### config.mk
export PLATFORM = sky130hd
export DESIGN_NAME = isc_ctrl
export DESIGN_NICKNAME = d
export VERILOG_FILES = /design/src/isc_pkg.sv /design/src/isc_ctrl.sv /design/src/isc_flag.sv /design/src/isc_scl_div.sv
export SDC_FILE = /design/constraint.sdc
export NUM_CORES = 1
export LEC_CHECK = 0
export BUFFER_PORTS_ARGS = -buffer_cell sky130_fd_sc_hd__buf_4
export CAP_MARGIN = 25
export CELL_PAD_IN_SITES_DETAIL_PLACEMENT = 1
export CELL_PAD_IN_SITES_GLOBAL_PLACEMENT = 2
export CORE_MARGIN = 5
export CORE_UTILIZATION = 34
export DETAILED_ROUTE_END_ITERATION = 6
export PLACE_DENSITY_LB_ADDON = 0.1
export SYNTH_ARGS = -nofsm -noshare
export SYNTH_HDL_FRONTEND = slang
export SYNTH_SLANG_ARGS = --single-unit
### constraint.sdc
create_clock -name sys_clk_in -period 5.7 [get_ports sys_clk_in]
set_clock_uncertainty 0.05 [all_clocks]
set_input_delay 1.14 -clock sys_clk_in [delete_from_list [all_inputs] [get_ports sys_clk_in]]
set_output_delay 1.14 -clock sys_clk_in [all_outputs]
set_load 0.02 [all_outputs]
### src/isc_pkg.sv
/*
  Shared constants for the serial controller control block: register byte
  addresses, control field positions, reset values and divider states.
  Assumes a 32-bit byte-addressed register port.
*/
package isc_pkg;

  // register byte addresses
  localparam logic [31:0] ISC_STATUS_ADDR = 32'h3102_0304;
  localparam logic [31:0] ISC_CONTROL_ADDR = 32'h3102_0308;
  localparam logic [31:0] ISC_HIGH_ADDR = 32'h3102_030C;
  localparam logic [31:0] ISC_LOW_ADDR = 32'h3102_0310;

  // control and status field positions (status shares the enable layout)
  localparam int ISC_REINIT_BIT = 8;
  localparam int ISC_TX_ROOM_BIT = 7;
  localparam int ISC_RX_AVAIL_BIT = 6;
  localparam int ISC_RX_FULL_BIT = 5;
  localparam int ISC_SLAVE_STARVED_BIT = 4;
  localparam int ISC_MASTER_STARVED_BIT = 3;
  localparam int ISC_NO_ACK_BIT = 2;
  localparam int ISC_ARB_LOST_BIT = 1;
  localparam int ISC_XFER_DONE_BIT = 0;
  localparam int ISC_NUM_SOURCES = 8;

  // values after reset
  localparam logic [7:0] ISC_IRQ_EN_RST = 8'h00;
  localparam logic [7:0] ISC_HIGH_RST = 8'h41;
  localparam logic [7:0] ISC_LOW_RST = 8'h41;
  localparam logic [31:0] ISC_RDATA_RST = 32'h0000_0000;

  // divider phases, gray coded along idle -> high -> low
  typedef enum logic [1:0] {
    ISC_IDLE = 2'b00,
    ISC_HIGH = 2'b01,
    ISC_LOW = 2'b11
  } isc_phase_t;

endpackage

### src/isc_ctrl.sv
/*
  Control part of the two-wire serial controller: control, status and
  divisor registers, interrupt gating, soft reinit and clock generation.
  Assumes the shifting engine drives the event levels on the same clock
  and flushes its FIFOs and idles itself on the reinit pulse.
*/
`timescale 1ns/1ps
`default_nettype none
// What this block does
// - writing one to control bit 8 reinitialises; the bit clears itself
// - reinit flushes both FIFOs, clears status, idles every state machine
// - reinit keeps both divisors and every other control bit
// - bit 7 enables interrupt while transmit FIFO has room
// - bit 6 enables interrupt while receive FIFO holds data
// - bit 5 enables interrupt while receive FIFO is full
// - bit 4 enables interrupt when starved slave transmitter holds SCL low
// - bit 3 enables interrupt when starved master transmitter holds SCL low
// - bit 2 enables interrupt on missing acknowledge
// - bit 1 enables interrupt on lost arbitration
// - bit 0 enables interrupt after a STOP ends a master transfer
// - high divisor counts clock cycles of SCL high phase
// - high divisor is 8 bits, reset value 0x41
// - low divisor counts clock cycles of SCL low phase
module isc_ctrl
  import isc_pkg::*;
#(
  parameter int DIV_W = 8
) (
  // clock and reset
  input wire logic sys_clk_in,
  input wire logic rst_in,
  // register port
  input wire logic [31:0] addr_in,
  input wire logic [31:0] wdata_in,
  input wire logic wr_in,
  input wire logic rd_in,
  output logic [31:0] rdata_out,
  // engine events and levels
  input wire logic tx_room_in,
  input wire logic rx_avail_in,
  input wire logic rx_full_in,
  input wire logic slave_starved_in,
  input wire logic master_starved_in,
  input wire logic no_ack_in,
  input wire logic arb_lost_in,
  input wire logic xfer_done_in,
  input wire logic scl_run_in,
  // engine control
  output logic reinit_out,
  // serial clock pin
  output logic scl_o_out,
  output logic scl_oe_n_out,
  // interrupt
  output logic irq_out
);

  // refused while elaborating: the divisor fields are eight bits wide
  if (DIV_W != 8) begin : g_bad_width
    $error("DIV_W must be 8 to match the divisor registers");
  end

  logic [ISC_NUM_SOURCES-1:0] irq_en;
  logic self_clearing_reinit;
  logic [DIV_W-1:0] scl_high_divisor;
  logic [DIV_W-1:0] scl_low_divisor;
  logic [ISC_NUM_SOURCES-1:0] serial_status;
  logic [ISC_NUM_SOURCES-1:0] events;
  logic [ISC_NUM_SOURCES-1:0] status_clear;
  logic wr_control;
  logic wr_status;
  logic wr_high;
  logic wr_low;
  logic [31:0] next_rdata;

  assign wr_control = wr_in && (addr_in == ISC_CONTROL_ADDR);
  assign wr_status = wr_in && (addr_in == ISC_STATUS_ADDR);
  assign wr_high = wr_in && (addr_in == ISC_HIGH_ADDR);
  assign wr_low = wr_in && (addr_in == ISC_LOW_ADDR);

  // event vector in the enable layout
  assign events[ISC_TX_ROOM_BIT] = tx_room_in;
  assign events[ISC_RX_AVAIL_BIT] = rx_avail_in;
  assign events[ISC_RX_FULL_BIT] = rx_full_in;
  assign events[ISC_SLAVE_STARVED_BIT] = slave_starved_in;
  assign events[ISC_MASTER_STARVED_BIT] = master_starved_in;
  assign events[ISC_NO_ACK_BIT] = no_ack_in;
  assign events[ISC_ARB_LOST_BIT] = arb_lost_in;
  assign events[ISC_XFER_DONE_BIT] = xfer_done_in;

  always_ff @(posedge sys_clk_in or posedge rst_in) begin
    if (rst_in) begin
      irq_en <= ISC_IRQ_EN_RST;
    end else if (wr_control) begin
      irq_en <= wdata_in[ISC_NUM_SOURCES-1:0];
    end
  end

  always_ff @(posedge sys_clk_in or posedge rst_in) begin
    if (rst_in) begin
      self_clearing_reinit <= 1'b0;
    end else begin
      self_clearing_reinit <= wr_control && wdata_in[ISC_REINIT_BIT];
    end
  end

  // engine flushes FIFOs and idles on this pulse
  always_ff @(posedge sys_clk_in or posedge rst_in) begin
    if (rst_in) begin
      reinit_out <= 1'b0;
    end else begin
      reinit_out <= wr_control && wdata_in[ISC_REINIT_BIT];
    end
  end

  // high divisor width and reset value
  always_ff @(posedge sys_clk_in or posedge rst_in) begin
    if (rst_in) begin
      scl_high_divisor <= ISC_HIGH_RST;
    end else if (wr_high) begin
      scl_high_divisor <= wdata_in[DIV_W-1:0];
    end
  end

  always_ff @(posedge sys_clk_in or posedge rst_in) begin
    if (rst_in) begin
      scl_low_divisor <= ISC_LOW_RST;
    end else if (wr_low) begin
      scl_low_divisor <= wdata_in[DIV_W-1:0];
    end
  end

  assign status_clear = wr_status ? wdata_in[ISC_NUM_SOURCES-1:0] : '0;

  // status flags, cleared by reinit
  // level sources re-set at once while their condition persists
  genvar gi;
  generate
    for (gi = 0; gi < ISC_NUM_SOURCES; gi++) begin : g_flag
      isc_flag u_flag (
        .sys_clk_in(sys_clk_in),
        .rst_in(rst_in),
        .set_in(events[gi]),
        .clear_in(status_clear[gi]),
        .flush_in(self_clearing_reinit),
        .flag_out(serial_status[gi])
      );
    end
  endgenerate

  // one level interrupt from enabled flags
  always_ff @(posedge sys_clk_in or posedge rst_in) begin
    if (rst_in) begin
      irq_out <= 1'b0;
    end else begin
      irq_out <= |(serial_status & irq_en);
    end
  end

  // read data valid only in the cycle after the strobe
  always_comb begin
    next_rdata = ISC_RDATA_RST;
    if (rd_in) begin
      case (addr_in)
        ISC_STATUS_ADDR: next_rdata = {24'h00_0000, serial_status};
        ISC_CONTROL_ADDR: next_rdata = {23'h00_0000, self_clearing_reinit, irq_en};
        ISC_HIGH_ADDR: next_rdata = {24'h00_0000, scl_high_divisor};
        ISC_LOW_ADDR: next_rdata = {24'h00_0000, scl_low_divisor};
        default: next_rdata = ISC_RDATA_RST;
      endcase
    end
  end

  always_ff @(posedge sys_clk_in or posedge rst_in) begin
    if (rst_in) begin
      rdata_out <= ISC_RDATA_RST;
    end else begin
      rdata_out <= next_rdata;
    end
  end

  // open drain: the driven level is always low
  always_ff @(posedge sys_clk_in or posedge rst_in) begin
    if (rst_in) begin
      scl_o_out <= 1'b0;
    end else begin
      scl_o_out <= 1'b0;
    end
  end

  isc_scl_div #(
    .CNT_W(DIV_W)
  ) u_div (
    .sys_clk_in(sys_clk_in),
    .rst_in(rst_in),
    .run_in(scl_run_in),
    .hold_low_in(slave_starved_in || master_starved_in),
    .idle_in(self_clearing_reinit),
    .high_count_in(scl_high_divisor),
    .low_count_in(scl_low_divisor),
    .scl_oe_n_out(scl_oe_n_out)
  );

  a_reinit_pulse: assert property (@(posedge sys_clk_in) disable iff (rst_in)
    wr_control && wdata_in[ISC_REINIT_BIT] |=> self_clearing_reinit ##1 !self_clearing_reinit)
    else $error("reinit bit did not self clear");

  a_reinit_clears: assert property (@(posedge sys_clk_in) disable iff (rst_in)
    self_clearing_reinit && (events == '0) |=> serial_status == '0)
    else $error("reinit left status set");

  a_reinit_keeps: assert property (@(posedge sys_clk_in) disable iff (rst_in)
    self_clearing_reinit && !wr_in |=> $stable(irq_en) && $stable(scl_high_divisor)
    && $stable(scl_low_divisor))
    else $error("reinit changed settings");

  a_reinit_out_pulse: assert property (@(posedge sys_clk_in) disable iff (rst_in)
    reinit_out == self_clearing_reinit)
    else $error("engine reinit pulse differs from control bit");

  a_reinit_read: assert property (@(posedge sys_clk_in) disable iff (rst_in)
    rd_in && (addr_in == ISC_CONTROL_ADDR) && self_clearing_reinit |=> rdata_out[ISC_REINIT_BIT])
    else $error("reinit bit not visible while active");

  a_no_wr_keep: assert property (@(posedge sys_clk_in) disable iff (rst_in)
    !wr_control |=> $stable(irq_en))
    else $error("enables changed without a write");

  a_reinit_idles_div: assert property (@(posedge sys_clk_in) disable iff (rst_in)
    self_clearing_reinit |=> ##1 scl_oe_n_out)
    else $error("divider not idle after reinit");

  a_div_idle: assert property (@(posedge sys_clk_in) disable iff (rst_in)
    !scl_run_in |=> ##1 scl_oe_n_out)
    else $error("serial clock driven while stopped");

  a_rdata_idle: assert property (@(posedge sys_clk_in) disable iff (rst_in)
    !rd_in |=> rdata_out == ISC_RDATA_RST)
    else $error("read data outside read cycle");

  a_status_w1c: assert property (@(posedge sys_clk_in) disable iff (rst_in)
    wr_status && ((status_clear & events) == '0) |=> (serial_status & $past(status_clear)) == '0)
    else $error("status bit not cleared by write of one");

  // interrupt path: event at N, flag after N, output one edge later
  a_tx_room_irq: assert property (@(posedge sys_clk_in) disable iff (rst_in)
    tx_room_in && irq_en[ISC_TX_ROOM_BIT] && !wr_control |=> ##1 irq_out)
    else $error("tx room interrupt missing");

  a_rx_avail_irq: assert property (@(posedge sys_clk_in) disable iff (rst_in)
    rx_avail_in && irq_en[ISC_RX_AVAIL_BIT] && !wr_control |=> ##1 irq_out)
    else $error("rx data interrupt missing");

  a_rx_full_irq: assert property (@(posedge sys_clk_in) disable iff (rst_in)
    rx_full_in && irq_en[ISC_RX_FULL_BIT] && !wr_control |=> ##1 irq_out)
    else $error("rx full interrupt missing");

  a_slave_starved_irq: assert property (@(posedge sys_clk_in) disable iff (rst_in)
    slave_starved_in && irq_en[ISC_SLAVE_STARVED_BIT] && !wr_control |=> ##1 irq_out)
    else $error("slave starved interrupt missing");

  a_master_starved_irq: assert property (@(posedge sys_clk_in) disable iff (rst_in)
    master_starved_in && irq_en[ISC_MASTER_STARVED_BIT] && !wr_control |=> ##1 irq_out)
    else $error("master starved interrupt missing");

  a_arb_lost_irq: assert property (@(posedge sys_clk_in) disable iff (rst_in)
    arb_lost_in && irq_en[ISC_ARB_LOST_BIT] && !wr_control |=> ##1 irq_out)
    else $error("arbitration interrupt missing");

  a_no_ack_irq: assert property (@(posedge sys_clk_in) disable iff (rst_in)
    no_ack_in && irq_en[ISC_NO_ACK_BIT] && !wr_control |=> ##1 irq_out)
    else $error("no ack interrupt missing");

  a_done_irq: assert property (@(posedge sys_clk_in) disable iff (rst_in)
    xfer_done_in && irq_en[ISC_XFER_DONE_BIT] && !wr_control |=> ##1 irq_out)
    else $error("done interrupt missing");

  a_mask_blocks: assert property (@(posedge sys_clk_in) disable iff (rst_in)
    (serial_status & irq_en) == '0 |=> !irq_out)
    else $error("masked source raised interrupt");

  a_irq_level: assert property (@(posedge sys_clk_in) disable iff (rst_in)
    (serial_status & irq_en) != '0 |=> irq_out)
    else $error("enabled flag without interrupt");

  a_high_reset: assert property (@(posedge sys_clk_in)
    $fell(rst_in) |-> scl_high_divisor == ISC_HIGH_RST)
    else $error("high divisor reset value wrong");

endmodule
`default_nettype wire

### src/isc_flag.sv
/*
  One sticky status flag with write-one-to-clear and flush.
  Assumes set, clear and flush come from logic on the same clock.
*/
`timescale 1ns/1ps
`default_nettype none
module isc_flag
  import isc_pkg::*;
(
  // clock and reset
  input wire logic sys_clk_in,
  input wire logic rst_in,
  // controls
  input wire logic set_in,
  input wire logic clear_in,
  input wire logic flush_in,
  // state
  output logic flag_out
);

  // a set in the clearing cycle is kept so no event is lost
  always_ff @(posedge sys_clk_in or posedge rst_in) begin
    if (rst_in) begin
      flag_out <= 1'b0;
    end else if (set_in) begin
      flag_out <= 1'b1;
    end else if (clear_in || flush_in) begin
      flag_out <= 1'b0;
    end
  end

  a_set_wins: assert property (@(posedge sys_clk_in) disable iff (rst_in)
    set_in |=> flag_out)
    else $error("flag lost an event");

endmodule
`default_nettype wire

### src/isc_scl_div.sv
/*
  Generates the serial clock from high and low terminal counts.
  Assumes run and hold levels come from the shifting engine on the same clock.
  The pin is open drain: enable low pulls the line low.
*/
`timescale 1ns/1ps
`default_nettype none
module isc_scl_div
  import isc_pkg::*;
#(
  parameter int CNT_W = 8
) (
  // clock and reset
  input wire logic sys_clk_in,
  input wire logic rst_in,
  // control
  input wire logic run_in,
  input wire logic hold_low_in,
  input wire logic idle_in,
  input wire logic [CNT_W-1:0] high_count_in,
  input wire logic [CNT_W-1:0] low_count_in,
  // pin drive
  output logic scl_oe_n_out
);

  // refused while elaborating, before any cycle runs
  if (CNT_W < 2) begin : g_bad_width
    $error("CNT_W must be at least 2");
  end

  isc_phase_t phase;
  logic [CNT_W-1:0] cnt;
  logic [CNT_W-1:0] term;
  logic last;

  // a zero count would wrap to the longest phase; it is served as one cycle
  assign term = (phase == ISC_HIGH) ? high_count_in : low_count_in;
  assign last = (term == '0) || (cnt >= term - 1'b1);

  always_ff @(posedge sys_clk_in or posedge rst_in) begin
    if (rst_in) begin
      phase <= ISC_IDLE;
      cnt <= '0;
    end else if (idle_in || !run_in) begin
      phase <= ISC_IDLE;
      cnt <= '0;
    end else begin
      case (phase)
        ISC_IDLE: begin
          phase <= ISC_HIGH;
          cnt <= '0;
        end
        ISC_HIGH: begin
          cnt <= last ? '0 : cnt + 1'b1;
          if (last) begin
            phase <= ISC_LOW;
          end
        end
        // low phase length, stretched while starved
        ISC_LOW: begin
          if (last && !hold_low_in) begin
            phase <= ISC_HIGH;
            cnt <= '0;
          end else if (!last) begin
            cnt <= cnt + 1'b1;
          end
        end
        default: begin
          phase <= ISC_IDLE;
          cnt <= '0;
        end
      endcase
    end
  end

  always_ff @(posedge sys_clk_in or posedge rst_in) begin
    if (rst_in) begin
      scl_oe_n_out <= 1'b1;
    end else begin
      scl_oe_n_out <= !(phase == ISC_LOW);
    end
  end

  a_high_len: assert property (@(posedge sys_clk_in) disable iff (rst_in)
    (phase == ISC_HIGH) && last && run_in && !idle_in && (high_count_in != '0)
    |-> cnt == high_count_in - 1'b1)
    else $error("high phase length wrong");

  a_low_len: assert property (@(posedge sys_clk_in) disable iff (rst_in)
    $past(phase) == ISC_LOW && phase == ISC_HIGH && (low_count_in != '0)
    |-> $past(cnt) == low_count_in - 1'b1)
    else $error("low phase length wrong");

endmodule
`default_nettype wire

==> flow_summary_export.csv <==
group,metric,value,unit
run_status,status,"finished, final reports clean",
clock_network,h-tree-depth,2,
timing,finalMaxSlewViolations,0,
floorplanning,die_h,110,um
layout,final_common_cell,"buf_4",
clock_network,cts_tree,"done",
floorplanning,die_area,12000,sq um
timing,setup_ws,2.21,ns
clock_network,cts_setup_buffers,0,
clock_network,hold_buffers,0,
critical_path,reg2reg_slack,2.21,ns
timing,setup-violations-final,0,
placed_design,dp.cells,487,
min_path,hold_depth,1,
floorplanning,pin_count,113,
timing,max_slew_margin,37.1,%
layout,diodes,0,
power_and_ir_drop,pwr_density_cell,186,nW/um^2
yosys,avgSynthCellArea,11.3,sq um
global_route,grt_pass1_vias,2737,
drt,drt-vias-per-instance,5.13,
drt,drc,0,
critical_path,reg2regPathDepth,11,
floorplanning,die_x,110,um
drt,dr.pass1.iters,6,
critical_path,required,5.86,ns
layout,area_growth,17.7,%
layout,final_core_util,40.8,%
global_route,groute.usage.overall,15.5,%
clock_network,cts_buffers,5,
floorplanning,rows,36,
timing,worst_pin_slew,0.936,ns
placed_design,pre_cts_ws,2.20,ns
min_path,holdPathEnd,"irq_en[0]",
global_route,overflow,0,
critical_path,cp_max_fo,12,
yosys,netlist_instances,298,
critical_path,path_class,"reg2reg",
global_route,grt_max_degree,55,
run,maxCapViolations,0,
clock_network,cts_resized,0,
placed_design,port_buffers,65,
yosys,synth_async_sr_flop_share,100,%
timing,period_share,61.1,%
yosys,yosysTopAreaCellShare,36.4,%
clock_network,insertion_delay,0.32,ns
layout,layout_common_cells,"buf_4 (66), dfrtp_1 (49), conb_1 (24)",
timing,fmax,0.287,GHz
layout,drive_above_1_share,32.9,%
clock_network,clockBufferDepth,2,
critical_path,worst_ep_arrival_time,3.64,ns
min_path,min_from,"irq_en[0]",
drt,drt_wl_total,8800,um
yosys,ys_ff_latch,54,
drt,drtIter0Drc,114,
power_and_ir_drop,worst_ir_drop_vdd,0.0883,mV
global_route,grt_pass1_wl,14500,um
yosys,synth.area.top_cells,"dfrtp_1 (36%), buf_4 (6.0%), mux2_2 (4.7%), dfstp_2 (3.9%), mux2_1 (3.7%)",
critical_path,timing.rr.start,"u_div.phase[1]",
layout,final_cells,495,
clock_network,cts-root-buf,"clkbuf_8",
floorplanning,start_util,34.6,%
timing,layout_min_cycle_time,3.49,ns
critical_path,end_kind,"flip-flop",
drt,vias,2540,
placed_design,dp_hpwl,6910,um
placed_design,routabilityCongestion,0.702,
yosys,synth_area,3370,sq um
drt,wl_per_cell,17.8,um
yosys,synth-edff-count,0,
clock_network,clk_pin_slew,0.11,ns
power_and_ir_drop,p_leak,1.80,nW
timing,setup_tns,0,ns
timing,grt_setup_unrepaired,"false",
drt,antenna_left,0,
clock_network,cts.sinks,54,
yosys,synth_seq_area_share,40.3,%
layout,nets,446,
yosys,synth_largest_area_cell,"dfrtp_1",
yosys,ys.flop_type,"dfrtp_1",
floorplanning,core,9730,sq um
global_route,antenna_found_initial,0,
critical_path,r2r_end,"u_div.cnt[5]",
critical_path,start_kind,"flip-flop",
yosys,synth_cell_types,64,
timing,hold_ws,0.483,ns
min_path,holdCritPathClass,"reg2reg",
yosys,yosys_warnings,0,
timing,hold_viol_final,0,
-- report_power, final --
| part | switching (mW) | internal, mW | leakage (nW) |
|---|---|---|---|
| clock network | 0.144 | 0.0915 | 0.0502 |
| registers | 0.00302 | 0.385 | 0.692 |
| logic | 0.0668 | 0.0492 | 1.06 |
-- cell usage after synthesis, drive strengths merged (7+ instances only) --
master  count
xnor2       7
ha          8
mux2       25
nor2       12
nand2      12
dfrtp      49
buf        31
a222oi      8
nand3      22
a31o        8
a21oi      17
-- per-stage QoR --
stage	instance area (sq um)	total power, mW
floorplan	3460	0.480
global placement	3870	0.510
detailed placement	3870	0.513
CTS	3970	0.754
global route	3970	0.780
finish	3970	0.740
-- sequential cells by signal (all words and copies together) (netlist names) --
| name | flops |
|---|---|
| irq_out | 1 |
| g_flag.u_flag.flag_out | 8 |
| scl_high_divisor | 8 |
| u_div.phase | 2 |
| u_div.cnt | 8 |
| scl_low_divisor | 8 |
| reinit_out | 1 |
| irq_en | 8 |
| u_div.scl_oe_n_out | 1 |
| rdata_out | 9 |
-- layout make-up --
cell class                 count  area (sq um)
fill                        1119          5760
clock buffer                   5          68.8
timing repair buffer          66           495
inverter                       3          11.3
clock inverter                 3          28.8
sequential                    54          1360
tap                          133           166
multi-input combinational    231          1840
-- kinds of logic after synthesis --
kind of cell	share of synthesized area (%)
AND/OR/NAND/NOR	20.4
XOR/XNOR	3.38
flip-flops	40.3
adder cells (fa/ha/maj)	2.97
multiplexers	10.5
AO/OA/AOI/OAI	14.6
buffers and inverters	7.72
other	0.111
-- worst max-delay path by stage --
stage | startpoint | endpoint | slack, ns | cells past startpoint
after floorplan | u_div.phase[1] | u_div.cnt[5] | 2.58 | 12
after global placement | u_div.phase[1] | u_div.cnt[5] | 2.25 | 11
after detailed placement | u_div.phase[1] | u_div.cnt[5] | 2.20 | 11
after CTS | u_div.phase[1] | u_div.cnt[5] | 2.17 | 11
after global routing | u_div.phase[1] | u_div.cnt[5] | 2.00 | 11
final | u_div.phase[1] | u_div.cnt[5] | 2.21 | 11
-- metal layers --
layer | global-route usage [%] | wire length, um
met5 | 0 | 0
met2 | 26.8 | 4470
met3 | 2.64 | 354
met1 | 20.0 | 3860
met4 | 4.27 | 115
-- critical path, cell delays in order, from the launching register on --
cell	delay [ns]
dfrtp_1	0.51
or4b_4	0.61
o31a_1	0.19
o311a_1	0.38
a21oi_1	0.13
o211a_1	0.18
ha_1	0.25
nand2_1	0.06
o21ai_0	0.13
a21oi_1	0.35
a211oi_4	0.16
a221o_1	0.37
Power figures use the tool's default switching activity.
